File: src/core/stpd_defs.svh
// Timing, register map and field constants of the powerdown controller
`ifndef STPD_DEFS_SVH
`define STPD_DEFS_SVH

// ----------------------------------------------------------------------
// Timing
// ----------------------------------------------------------------------
`define STPD_CLK_MHZ      125
`define STPD_TICK_US      1
`define STPD_TICK_CYC     (`STPD_TICK_US * `STPD_CLK_MHZ)
`define STPD_INACT_S      30
`define STPD_INACT_TICKS  (`STPD_INACT_S * 1000000 / `STPD_TICK_US)
`define STPD_INVALID_US   30
`define STPD_INVALID_CYC  (`STPD_INVALID_US * `STPD_CLK_MHZ)
`define STPD_VALID_US     1
`define STPD_VALID_CYC    (`STPD_VALID_US * `STPD_CLK_MHZ)
`define STPD_WAKE_US      100
`define STPD_WAKE_CYC     (`STPD_WAKE_US * `STPD_CLK_MHZ)

// ----------------------------------------------------------------------
// Register map (word index = byte address bits 3:2)
// ----------------------------------------------------------------------
`define STPD_IDX_STATUS   2'h0
`define STPD_IDX_CTRL     2'h1
`define STPD_IDX_IRQ_STAT 2'h2
`define STPD_IDX_IRQ_MASK 2'h3
`define STPD_CTRL_EMUL    0
`define STPD_CTRL_SWDN    1
`define STPD_CTRL_W       2
`define STPD_EV_DOWN      0
`define STPD_EV_READY     1
`define STPD_EV_INV_FALL  2
`define STPD_EV_INV_RISE  3
`define STPD_EV_LATE      4
`define STPD_EV_W         5
`define STPD_RESP_OKAY    2'h0
`define STPD_RESP_SLVERR  2'h2

`endif

File: src/core/stpd_pkg.sv
// Types shared by the powerdown controller
package stpd_pkg;
    typedef enum logic [1:0] {
        STPD_PD   = 2'h0,
        STPD_RAMP = 2'h1,
        STPD_UP   = 2'h3
    } stpd_pwr_e;
endpackage : stpd_pkg

File: src/core/stpd_ctrl.sv
// Serial transceiver powerdown controller with AXI4-Lite register slave
// How it works
// - Low force-down input powers the device down, overriding force-active.
// - Automatic timer acts only with force-active low and force-down high.
// - Thirty seconds without line transitions powers down pump and transmitters.
// - Any line transition powers the device back up after automatic powerdown.
// - Manual powerdown with auto enabled holds until both high or transition.
// - Entering powerdown with force-active low leaves the inactivity timer expired until released.
// - Falling force-active restarts the timer, giving thirty seconds powered up.
// - Standard receiver outputs are disabled during forced powerdown, not timer powerdown, on the wake variant.
// - Leaving powerdown until transmit-ready takes at most one hundred microseconds.
// - Invalid flag falls after invalid levels persist over thirty microseconds.
// - Invalid flag rises one microsecond after a valid level appears.
// - Invalid flag never changes power state unless routed to force inputs.
// - Invalid detection runs in every power mode.
// - Ready output falls on powerdown, rises once negative rail is reached or the wake-up time runs out.
`include "stpd_defs.svh"

module stpd_ctrl #(
    parameter int          N_TX        = 3,
    parameter int          N_RX        = 5,
    parameter int          ADDR_W      = 8,
    parameter int unsigned INACT_TICKS = `STPD_INACT_TICKS,
    parameter int unsigned WAKE_CYC    = `STPD_WAKE_CYC,
    parameter bit          HAS_WAKE_RX = 1'b1
) (
    input  wire logic              core_clk_i,
    input  wire logic              rst_n_i,
    input  wire logic              force_active_input_i,
    input  wire logic              force_down_input_i,
    input  wire logic [N_TX-1:0]   tx_in_i,
    input  wire logic [N_RX-1:0]   rx_in_i,
    input  wire logic [N_RX-1:0]   rx_level_ok_i,
    input  wire logic              pump_rail_ok_i,
    output logic                   pump_en_o,
    output logic                   tx_en_o,
    output logic                   ready_o,
    output logic                   rx_std_en_o,
    output logic                   invalid_n_o,
    output logic                   irq_o,
    input  wire logic [ADDR_W-1:0] s_axi_awaddr,
    input  wire logic              s_axi_awvalid,
    output logic                   s_axi_awready,
    input  wire logic [31:0]       s_axi_wdata,
    input  wire logic [3:0]        s_axi_wstrb,
    input  wire logic              s_axi_wvalid,
    output logic                   s_axi_wready,
    output logic [1:0]             s_axi_bresp,
    output logic                   s_axi_bvalid,
    input  wire logic              s_axi_bready,
    input  wire logic [ADDR_W-1:0] s_axi_araddr,
    input  wire logic              s_axi_arvalid,
    output logic                   s_axi_arready,
    output logic [31:0]            s_axi_rdata,
    output logic [1:0]             s_axi_rresp,
    output logic                   s_axi_rvalid,
    input  wire logic              s_axi_rready
);
    localparam int NL       = N_TX + N_RX;
    localparam int NP       = NL + N_RX + 3;
    localparam int TICK_CYC = `STPD_TICK_CYC;
    localparam int TW       = $clog2(TICK_CYC);
    localparam int IW       = $clog2(INACT_TICKS + 1);
    localparam int WW       = $clog2(WAKE_CYC + 1);
    localparam int VW       = $clog2(`STPD_INVALID_CYC + 1);

    // ------------------------------------------------------------------
    // Pin synchronisers
    // ------------------------------------------------------------------
    logic [NP-1:0] pin_s1;
    logic [NP-1:0] pin_s2;
    logic [NP-1:0] pin_s3;
    logic [NP-1:0] pin_diff;

    always_ff @(posedge core_clk_i) begin
        if (!rst_n_i) begin
            pin_s1 <= '0;
            pin_s2 <= '0;
            pin_s3 <= '0;
        end else begin
            pin_s1 <= {pump_rail_ok_i, force_down_input_i, force_active_input_i,
                       rx_level_ok_i, rx_in_i, tx_in_i};
            pin_s2 <= pin_s1;
            pin_s3 <= pin_s2;
        end
    end

    // Only the second stage and later are read
    assign pin_diff = pin_s2 ^ pin_s3;

    logic [N_RX-1:0] rxv_s;
    logic            fon_s;
    logic            foff_s;
    logic            pump_s;
    logic            line_edge;

    assign rxv_s     = pin_s2[NL +: N_RX];
    assign fon_s     = pin_s2[NP-3];
    assign foff_s    = pin_s2[NP-2];
    assign pump_s    = pin_s2[NP-1];
    assign line_edge = |pin_diff[NL-1:0];

    // ------------------------------------------------------------------
    // Microsecond tick
    // ------------------------------------------------------------------
    logic [TW-1:0] tick_cnt;
    logic [TW-1:0] next_tick_cnt;
    logic          tick;

    always_comb begin
        tick          = (tick_cnt == TW'(TICK_CYC - 1));
        next_tick_cnt = tick ? '0 : tick_cnt + 1'b1;
    end

    always_ff @(posedge core_clk_i) begin
        if (!rst_n_i) tick_cnt <= '0;
        else          tick_cnt <= next_tick_cnt;
    end

    // ------------------------------------------------------------------
    // Effective force inputs
    // ------------------------------------------------------------------
    logic [`STPD_CTRL_W-1:0] ctrl;
    logic                    inv_n;
    logic                    fon_eff;
    logic                    foff_eff;
    logic                    fon_q;
    logic                    fon_edge;

    // Internal feedback saves the board wiring; software picks it
    assign fon_eff  = ctrl[`STPD_CTRL_EMUL] ? inv_n : fon_s;
    assign foff_eff = (ctrl[`STPD_CTRL_EMUL] ? inv_n : foff_s)
                      & ~ctrl[`STPD_CTRL_SWDN];
    assign fon_edge = fon_eff ^ fon_q;

    always_ff @(posedge core_clk_i) begin
        if (!rst_n_i) fon_q <= 1'b0;
        else          fon_q <= fon_eff;
    end

    // ------------------------------------------------------------------
    // Power state
    // ------------------------------------------------------------------
    stpd_pkg::stpd_pwr_e state;
    stpd_pkg::stpd_pwr_e next_state;
    logic [WW-1:0]       wake_cnt;
    logic [WW-1:0]       next_wake_cnt;
    logic                rx_std_en;
    logic                next_rx_std_en;
    logic                expired;
    logic                down_req;
    logic                down_entry;
    logic                wake_late;

    always_comb begin
        down_req       = !foff_eff || (!fon_eff && expired);
        next_state     = state;
        next_wake_cnt  = wake_cnt;
        wake_late      = 1'b0;
        next_rx_std_en = !(HAS_WAKE_RX && !foff_eff);
        unique case (state)
            stpd_pkg::STPD_PD: begin
                next_wake_cnt = '0;
                if (!down_req) next_state = stpd_pkg::STPD_RAMP;
            end
            stpd_pkg::STPD_RAMP: begin
                if (down_req) begin
                    next_state = stpd_pkg::STPD_PD;
                end else if (pump_s) begin
                    next_state = stpd_pkg::STPD_UP;
                end else if (wake_cnt == WW'(WAKE_CYC - 2)) begin
                    // Slow rail: transmit anyway and flag it
                    next_state = stpd_pkg::STPD_UP;
                    wake_late  = 1'b1;
                end else begin
                    next_wake_cnt = wake_cnt + 1'b1;
                end
            end
            stpd_pkg::STPD_UP: begin
                if (down_req) next_state = stpd_pkg::STPD_PD;
            end
            default: next_state = stpd_pkg::STPD_PD;
        endcase
        down_entry = (state != stpd_pkg::STPD_PD) && (next_state == stpd_pkg::STPD_PD);
    end

    always_ff @(posedge core_clk_i) begin
        if (!rst_n_i) begin
            state     <= stpd_pkg::STPD_PD;
            wake_cnt  <= '0;
            rx_std_en <= 1'b0;
        end else begin
            state     <= next_state;
            wake_cnt  <= next_wake_cnt;
            rx_std_en <= next_rx_std_en;
        end
    end

    assign pump_en_o   = state[0];
    assign tx_en_o     = state[1];
    assign ready_o     = state[1];
    assign rx_std_en_o = rx_std_en;

    // ------------------------------------------------------------------
    // Inactivity timer
    // ------------------------------------------------------------------
    logic [IW-1:0] inact_cnt;
    logic [IW-1:0] next_inact_cnt;
    logic          next_expired;

    always_comb begin
        next_inact_cnt = inact_cnt;
        next_expired   = expired;
        if (line_edge || fon_eff) begin
            next_inact_cnt = '0;
            next_expired   = 1'b0;
        end else if (down_entry) begin
            // Tied force inputs fall together: entry must still leave it expired
            next_expired = 1'b1;
        end else if (fon_edge) begin
            next_inact_cnt = '0;
            next_expired   = 1'b0;
        end else if (tick && !expired) begin
            if (inact_cnt == IW'(INACT_TICKS - 1)) next_expired = 1'b1;
            else next_inact_cnt = inact_cnt + 1'b1;
        end
    end

    always_ff @(posedge core_clk_i) begin
        if (!rst_n_i) begin
            inact_cnt <= '0;
            expired   <= 1'b0;
        end else begin
            inact_cnt <= next_inact_cnt;
            expired   <= next_expired;
        end
    end

    // ------------------------------------------------------------------
    // Invalid-level flag, independent of power state
    // ------------------------------------------------------------------
    logic [VW-1:0] inv_cnt;
    logic [VW-1:0] next_inv_cnt;
    logic          next_inv_n;
    logic          all_invalid;

    always_comb begin
        all_invalid  = ~|rxv_s;
        next_inv_cnt = '0;
        next_inv_n   = inv_n;
        if (inv_n && all_invalid) begin
            if (inv_cnt == VW'(`STPD_INVALID_CYC)) next_inv_n = 1'b0;
            else next_inv_cnt = inv_cnt + 1'b1;
        end else if (!inv_n && !all_invalid) begin
            if (inv_cnt == VW'(`STPD_VALID_CYC - 1)) next_inv_n = 1'b1;
            else next_inv_cnt = inv_cnt + 1'b1;
        end
    end

    always_ff @(posedge core_clk_i) begin
        if (!rst_n_i) begin
            inv_cnt <= '0;
            inv_n   <= 1'b1;
        end else begin
            inv_cnt <= next_inv_cnt;
            inv_n   <= next_inv_n;
        end
    end

    // Drives no power logic unless emulation is selected
    assign invalid_n_o = inv_n;

    // ------------------------------------------------------------------
    // AXI4-Lite slave and interrupts
    // ------------------------------------------------------------------
    function automatic logic reg_mapped(input logic [ADDR_W-1:0] a);
        return (a >> 4) == '0 && a[1:0] == 2'h0;
    endfunction

    logic                    aw_hold;
    logic                    next_aw_hold;
    logic [ADDR_W-1:0]       aw_addr;
    logic [ADDR_W-1:0]       next_aw_addr;
    logic                    w_hold;
    logic                    next_w_hold;
    logic [31:0]             w_data;
    logic [31:0]             next_w_data;
    logic [3:0]              w_strb;
    logic [3:0]              next_w_strb;
    logic                    bvalid;
    logic                    next_bvalid;
    logic [1:0]              bresp;
    logic [1:0]              next_bresp;
    logic                    rvalid;
    logic                    next_rvalid;
    logic [31:0]             rdata;
    logic [31:0]             next_rdata;
    logic [1:0]              rresp;
    logic [1:0]              next_rresp;
    logic [`STPD_CTRL_W-1:0] next_ctrl;
    logic [`STPD_EV_W-1:0]   irq_stat;
    logic [`STPD_EV_W-1:0]   next_irq_stat;
    logic [`STPD_EV_W-1:0]   irq_mask;
    logic [`STPD_EV_W-1:0]   next_irq_mask;
    logic [`STPD_EV_W-1:0]   ev;
    logic [`STPD_EV_W-1:0]   w1c;
    logic                    irq;
    logic                    next_irq;
    logic                    do_wr;
    logic [31:0]             status;

    assign s_axi_awready = !aw_hold && !bvalid;
    assign s_axi_wready  = !w_hold && !bvalid;
    assign s_axi_arready = !rvalid;

    always_comb begin
        status = '0;
        status[5:0] = {foff_s, fon_s, expired, inv_n, state[1], state[0]};
        ev = '0;
        ev[`STPD_EV_DOWN]     = down_entry;
        ev[`STPD_EV_READY]    = (state != stpd_pkg::STPD_UP)
                                && (next_state == stpd_pkg::STPD_UP);
        ev[`STPD_EV_INV_FALL] = inv_n && !next_inv_n;
        ev[`STPD_EV_INV_RISE] = !inv_n && next_inv_n;
        ev[`STPD_EV_LATE]     = wake_late;
        next_aw_hold  = aw_hold;
        next_aw_addr  = aw_addr;
        next_w_hold   = w_hold;
        next_w_data   = w_data;
        next_w_strb   = w_strb;
        next_bvalid   = bvalid;
        next_bresp    = bresp;
        next_rvalid   = rvalid;
        next_rdata    = rdata;
        next_rresp    = rresp;
        next_ctrl     = ctrl;
        next_irq_mask = irq_mask;
        w1c           = '0;
        do_wr         = aw_hold && w_hold;
        if (s_axi_awvalid && s_axi_awready) begin
            next_aw_hold = 1'b1;
            next_aw_addr = s_axi_awaddr;
        end
        if (s_axi_wvalid && s_axi_wready) begin
            next_w_hold = 1'b1;
            next_w_data = s_axi_wdata;
            next_w_strb = s_axi_wstrb;
        end
        if (s_axi_bvalid && s_axi_bready) next_bvalid = 1'b0;
        if (do_wr) begin
            next_aw_hold = 1'b0;
            next_w_hold  = 1'b0;
            next_bvalid  = 1'b1;
            next_bresp   = reg_mapped(aw_addr) ? `STPD_RESP_OKAY : `STPD_RESP_SLVERR;
            if (reg_mapped(aw_addr) && w_strb[0]) begin
                unique case (aw_addr[3:2])
                    `STPD_IDX_CTRL:     next_ctrl     = w_data[`STPD_CTRL_W-1:0];
                    `STPD_IDX_IRQ_STAT: w1c           = w_data[`STPD_EV_W-1:0];
                    `STPD_IDX_IRQ_MASK: next_irq_mask = w_data[`STPD_EV_W-1:0];
                    `STPD_IDX_STATUS:   ;
                endcase
            end
        end
        if (s_axi_rvalid && s_axi_rready) next_rvalid = 1'b0;
        if (s_axi_arvalid && s_axi_arready) begin
            next_rvalid = 1'b1;
            next_rdata  = '0;
            next_rresp  = `STPD_RESP_SLVERR;
            if (reg_mapped(s_axi_araddr)) begin
                next_rresp = `STPD_RESP_OKAY;
                unique case (s_axi_araddr[3:2])
                    `STPD_IDX_STATUS:   next_rdata = status;
                    `STPD_IDX_CTRL:     next_rdata[`STPD_CTRL_W-1:0] = ctrl;
                    `STPD_IDX_IRQ_STAT: next_rdata[`STPD_EV_W-1:0] = irq_stat;
                    `STPD_IDX_IRQ_MASK: next_rdata[`STPD_EV_W-1:0] = irq_mask;
                endcase
            end
        end
        // A new event beats a simultaneous clear
        next_irq_stat = (irq_stat & ~w1c) | ev;
        next_irq      = |(next_irq_stat & next_irq_mask);
    end

    always_ff @(posedge core_clk_i) begin
        if (!rst_n_i) begin
            aw_hold  <= 1'b0;
            aw_addr  <= '0;
            w_hold   <= 1'b0;
            w_data   <= '0;
            w_strb   <= '0;
            bvalid   <= 1'b0;
            bresp    <= `STPD_RESP_OKAY;
            rvalid   <= 1'b0;
            rdata    <= '0;
            rresp    <= `STPD_RESP_OKAY;
            ctrl     <= '0;
            irq_stat <= '0;
            irq_mask <= '0;
            irq      <= 1'b0;
        end else begin
            aw_hold  <= next_aw_hold;
            aw_addr  <= next_aw_addr;
            w_hold   <= next_w_hold;
            w_data   <= next_w_data;
            w_strb   <= next_w_strb;
            bvalid   <= next_bvalid;
            bresp    <= next_bresp;
            rvalid   <= next_rvalid;
            rdata    <= next_rdata;
            rresp    <= next_rresp;
            ctrl     <= next_ctrl;
            irq_stat <= next_irq_stat;
            irq_mask <= next_irq_mask;
            irq      <= next_irq;
        end
    end

    assign s_axi_bvalid = bvalid;
    assign s_axi_bresp  = bresp;
    assign s_axi_rvalid = rvalid;
    assign s_axi_rdata  = rdata;
    assign s_axi_rresp  = rresp;
    assign irq_o        = irq;

endmodule // stpd_ctrl

File: config.mk
export PLATFORM = sky130hd
export DESIGN_NAME = stpd_ctrl
export DESIGN_NICKNAME = d
export VERILOG_FILES = /design/src/core/stpd_pkg.sv /design/src/core/stpd_ctrl.sv
export VERILOG_INCLUDE_DIRS = /design/src /design/src/core
export SDC_FILE = /design/constraint.sdc
export NUM_CORES = 1
export LEC_CHECK = 0
export BUFFER_PORTS_ARGS = -buffer_cell sky130_fd_sc_hd__buf_4
export CORE_MARGIN = 4
export CORE_UTILIZATION = 35
export CTS_CLUSTER_DIAMETER = 80
export DETAILED_ROUTE_END_ITERATION = 10
export PLACE_DENSITY = 0.61
export SLEW_MARGIN = 20
export SYNTH_ARGS = -nofsm -noshare
export SYNTH_HDL_FRONTEND = slang
export SYNTH_SLANG_ARGS = --single-unit
File: constraint.sdc
create_clock -name core_clk_i -period 5.1 [get_ports core_clk_i]
set_input_delay 0 -clock core_clk_i [delete_from_list [all_inputs] [get_ports core_clk_i]]
set_output_delay 0 -clock core_clk_i [all_outputs]
set_load 0.02 [all_outputs]
Yosys cells after proc, flatten, opt, wreduce, memory -nomap -nowiden --
Cells that the tools add are included. Widths: inputs -> output; s select.
Word-level totals: register bits 171
Cells by class: $add $sub $neg 4, equality and inequality tests 19, multiplexer cells 47, bitwise operators 10, reductions and logical operators 55
Operator list (count):
- $mux 25 | 3
- $mux 12 | 4
- $mux 14 | 3
- $mux 5 | 6
- $pmux 14 s2 | 1
- $add 25x1->25 const B | 1
- $eq 25x25->1 const B | 1
- $logic_and 1x1->1 | 19
- $mux 1 | 19
- $logic_not 8->1 | 2
- $add 14x1->14 const B | 1
- $eq 14x14->1 const B | 1
- $mux 2 | 7
- $add 12x1->12 const B | 1
- $eq 12x12->1 const B | 1
- $eq 12x7->1 const B | 1
- $eq 2x2->1 const B | 6
- $and 5x5->5 | 2
- $logic_not 1->1 | 10
- $logic_not 2->1 | 5
- $ne 2x2->1 const B | 5
- $reduce_bool 2->1 | 5
- $reduce_or 5->1 | 2
- $pmux 3 s3 | 1
- other kinds (19) | 28

Longest topological paths before layout --
word-level depth 11, gate-level depth with buffers 10

Least setup slack after synthesis --
No wires, ideal clock.
path type register to register, from reg inv_n, in the netlist invalid_n_o, to reg inact_cnt[22], data arrival time 2.200 ns, data required time 4.972 ns, slack 2.773 ns, cell stages (with the launch flop) 10, path buffers 2, period minus slack after synthesis 2.327 ns, cells stage by stage dfxtp_1 clkbuf_2 nand2_1 o21ai_2 a21oi_2 or4_1 buf_2 a2111oi_1 xnor2_1 nor2_1
On the way: word-level cells in the longest chain between the ends 10, elaborated cells between the ends (all ways) 21, those cells by class 1 x eq/ne; 7 x mux; 3 x bitwise; 10 x reduce/logical
RTL lines:
- from (decl) | line stpd_ctrl.sv:124 | logic inv_n;
- from (signal assigned) | line stpd_ctrl.sv:266 | inv_n <= next_inv_n;
- $mux 1, on equally long branches | line stpd_ctrl.sv:132, stpd_ctrl.sv:131
- $and 1x1->1 or $logic_not 1->1 (tied branches) | line stpd_ctrl.sv:132, stpd_ctrl.sv:156
- $logic_not 1->1 or $logic_and 1x1->1 (tied branches)
- $logic_or 1x1->1 | line stpd_ctrl.sv:156 | down_req = !foff_eff || (!fon_eff && expired);
- $mux 2, on equally long branches | line stpd_ctrl.sv:180, stpd_ctrl.sv:164, stpd_ctrl.sv:167
- $pmux 2 s3 | line stpd_ctrl.sv:161 | unique case (state)
- $logic_not 2->1 | line stpd_ctrl.sv:184 | down_entry = (state != stpd_pkg::STPD_PD) && (next_state == stpd_pkg::STPD_PD);
- $logic_and 1x1->1 | line stpd_ctrl.sv:184
- $not 1->1 (no line)
- $reduce_and 3->1 (no line)
- to (signal assigned) | line stpd_ctrl.sv:234 | inact_cnt <= next_inact_cnt;
- to (decl) | line stpd_ctrl.sv:207 | logic [IW-1:0] inact_cnt;
Parallel ways exist; a longest one is shown, timed or not. A chain may end at the register's enable or synchronous reset.

Worst setup path after layout --
from reg inv_n, in the netlist invalid_n_o, to reg inact_cnt[18]
The elaborated chain is that of the path after synthesis.

==> summary.txt <==
Status
  – Status: complete, no violations

STA
  – Slew margin rel.: 0.394
  – Period utilization: 0.527
  – Final hold vios: 0
  – Worst Max-Slew Pin Slew: slightly above 900 ps
  – Fmax: approximately 370 MHz
  – Setup violators final: 0
  – Skew final: 8.91 ps
  – Pins Over Slew Limit: 0
  – Unrepaired setup endpoints after global routing: false
  – Min Tclk post-route: 2690 ps
  – Total Neg Setup Slack: 0 ps

GRT
  – Largest net degree at the start of global routing: 93
  – GR peak layer: met2
  – Global routing usage on met1: 0.170
  – Global-route wire length before repair: 20700 microns
  – Met2 usage: 0.196
  – Tot GR Track Use: 0.129
  – Met3 usage: 0.0481
  – Initial antenna violation count: 0
  – Vias in the first global route: roughly 4.3k
  – Overflow after GRT: 0

Synthesis
  – Seq cells post-synth: approximately 140
  – Synth top area cells: dfxtp_1, and2_1, xnor2_1, nor2_1, buf_4
  – Ys flop type: dfxtp_1
  – Mapped Area: between 0.006 and 0.007 sq mm
  – Post-synth ARST share: 0
  – Post-synth EDFFs: 0
  – Commonest cells post-synth: dfxtp_1, nor2_1, nand2_1
  – Yosys cell types: 55
  – Cell taking the most area after synthesis: dfxtp_1
  – Yosys top cell area share: 0.468
  – Seq/Total Area, Yosys: 0.468
  – Most frequent cell after synthesis: dfxtp_1
  – Syn. warnings: 0
  – Mean Syn Cell Area: around 9.2 sq um
  – Cells after Synth: approximately 660

Worst setup path
  – Crit start category: register
  – Largest fanout on the critical path: 16
  – WS Path Type: register to register
  – Crit path capture type: register
  – Critical Path RT: ~5400 ps
  – Crit path DAT: approximately 3000 ps
  – Reg-to-reg slack, setup: 2410 ps

Hold path
  – Hold Crit Class: primary input to register

CTS
  – Num CTS Buffers: 17
  – Clock Sinks: between 100 and 150
  – Later-pin clock latency in the skew report: around 430 ps
  – CTS tree: built
  – Post-CTS Setup Repair Bufs: 0
  – Clock transition at path regs: about 70 ps
  – H-tree levels: 4
  – Root Driver: clkbuf_16
  – Bufs on Longest Clock Path: 2

Drt
  – DR iter-0 viols: 211
  – Via Count: around 4.5k
  – DR WL/cell: 12.2 microns
  – Residual DRC: 0
  – Avg Vias per Cell: around 4.5
  – Post-route ant nets: 0
  – DRT Wirelength: 12100 microns
  – Drt first pass iters: 4

Finish
  – # fillers: between 1.5k and 2k
  – Fraction of layout cells with a size suffix above 1: 0.146
  – Final Non-Filler Cells: 993
  – Area grow syn2layout: 24.2%
  – Antenna cells: 0
  – Final nets: about 840

Die
  – Top Ports: ~120
  – Die W: around 140 microns
  – Initial Util: 0.355
  – Die area: a little under 0.02 sq mm
  – Die height: ~140 microns
  – Row count: 48
  – Core footprint: 0.0172 sq mm

Pwr
  – Proportion of power drawn by the clock network: 0.475
  – Leak Pwr: around 0.0029 uW
  – Maximum vdd drop: 0.230 mV
  – Sw power: 645 uW
  – Pwr dens: approximately 330 mW/mm^2
  – Pint: approximately 1900 uW
  – Switching Share: 0.254
  – Combinational power share: 0.067
  – Sequential share of power: 0.459

Placement
  – Number of buffers added on ports: 63
  – Placed cell count: about 900
  – Detailed placement HPWL: 8070 microns
  – Routability cong.: just under 0.8

Run
  – # Max-Cap Violations: 0
==> cell usage in the layout (no fill, tap or decap), drive strengths merged, types with 22 or more instances in the layout <==
cell type and n:
nor2 63, xor2 22, dfxtp 143, nor2b 29
inv 25, nand2 55, and2 50, buf 64
xnor2 30, conb 28, nand3 25, dlygate4sd3 36
==> repair_timing <==
action                     CTS  global route
hold endpoints to repair    33             0
hold buffers                36             0
setup endpoints to repair    0             0
resized for setup            0             0
==> logic make-up (layout without fill, tap and decap cells) <==
logic type	count (synthesis)	in the layout	synth area share
multiplexers	19	19	0.0358
adder cells (fa/ha/maj)	8	8	0.0164
other	1	28	0.000613
flip-flops	143	143	0.468
AND/OR/NAND/NOR	297	297	0.262
XOR/XNOR	52	52	0.0744
buffers and inverters	67	145	0.0605
AO/OA/AOI/OAI	76	76	0.0828
==> power by group through the flow <==
| stage | sequential (uW) | combinational (uW) | clock, uW |
|---|---|---|---|
| finish | 1160 | 170 | 1200 |
| floorplan | 1190 | 112 | 0 |
| global route | 1170 | 189 | 1280 |
| CTS | 1160 | 171 | 1240 |
| detailed placement | 1190 | 149 | 0 |
| global placement | 1190 | 148 | 0 |
==> stage by stage <==
step                      area (sq um)  setup slack, ps   util  power (uW)  hold WS (ps)
after detailed placement          6660             2410  0.387        1340           210
after global routing              7600             2170  0.441        2640          83.7
after floorplan                   6220             2770      -        1300           127
after global placement            6660             2440  0.387        1340           208
after CTS                         7600             2390  0.441        2570          44.2
final                             7600             2410  0.441        2540          64.9
==> flip-flops by register name, summed over array words and instances (netlist names), 6 cells and up <==
name	cells
aw_addr	8
inact_cnt	25
inv_cnt	12
pin_s1	16
pin_s2	16
pin_s3	8
s_axi_rdata	6
tick_cnt	7
wake_cnt	14
==> routing by layer <==
metal	vias to the layer above	routed length, microns	part of all wire
li1	2387	-	-
met1	2044	5780	0.48
met2	71	5530	0.46
met3	10	612	0.051
met4	0	167	0.014
met5	-	0	0
==> final cells by class <==
class	count	area, sq um	area share
Timing Repair Buffer	100	841	0.111
Clock buffer	18	439	0.0578
Multi-Input combinational cell	480	2990	0.394
Inverter	13	48.8	0.00642
Clock inverter	14	135	0.0178
Tap cell	225	282	0.0370
Sequential cell	143	2860	0.377
==> critical path, stage by stage (launching register included) <==
cell and delay, ps:
dfxtp_1 510, nand2_1 150, o21ai_2 130, a21oi_2 140
or4_1 810, a2111oi_1 580, xnor2_1 170, nor2_1 60
==> final timing paths <==
path | startpoint | end | depth (start not counted)
setup / recovery | invalid_n_o | inact_cnt[18] | 7
hold / removal | s_axi_awvalid | aw_addr[0] | 4
setup reg to reg | invalid_n_o | inact_cnt[18] | 7
hold reg to reg | pin_s1[5] | pin_s2[5] | 1
No activity file was read; power rests on OpenSTA's default activity.
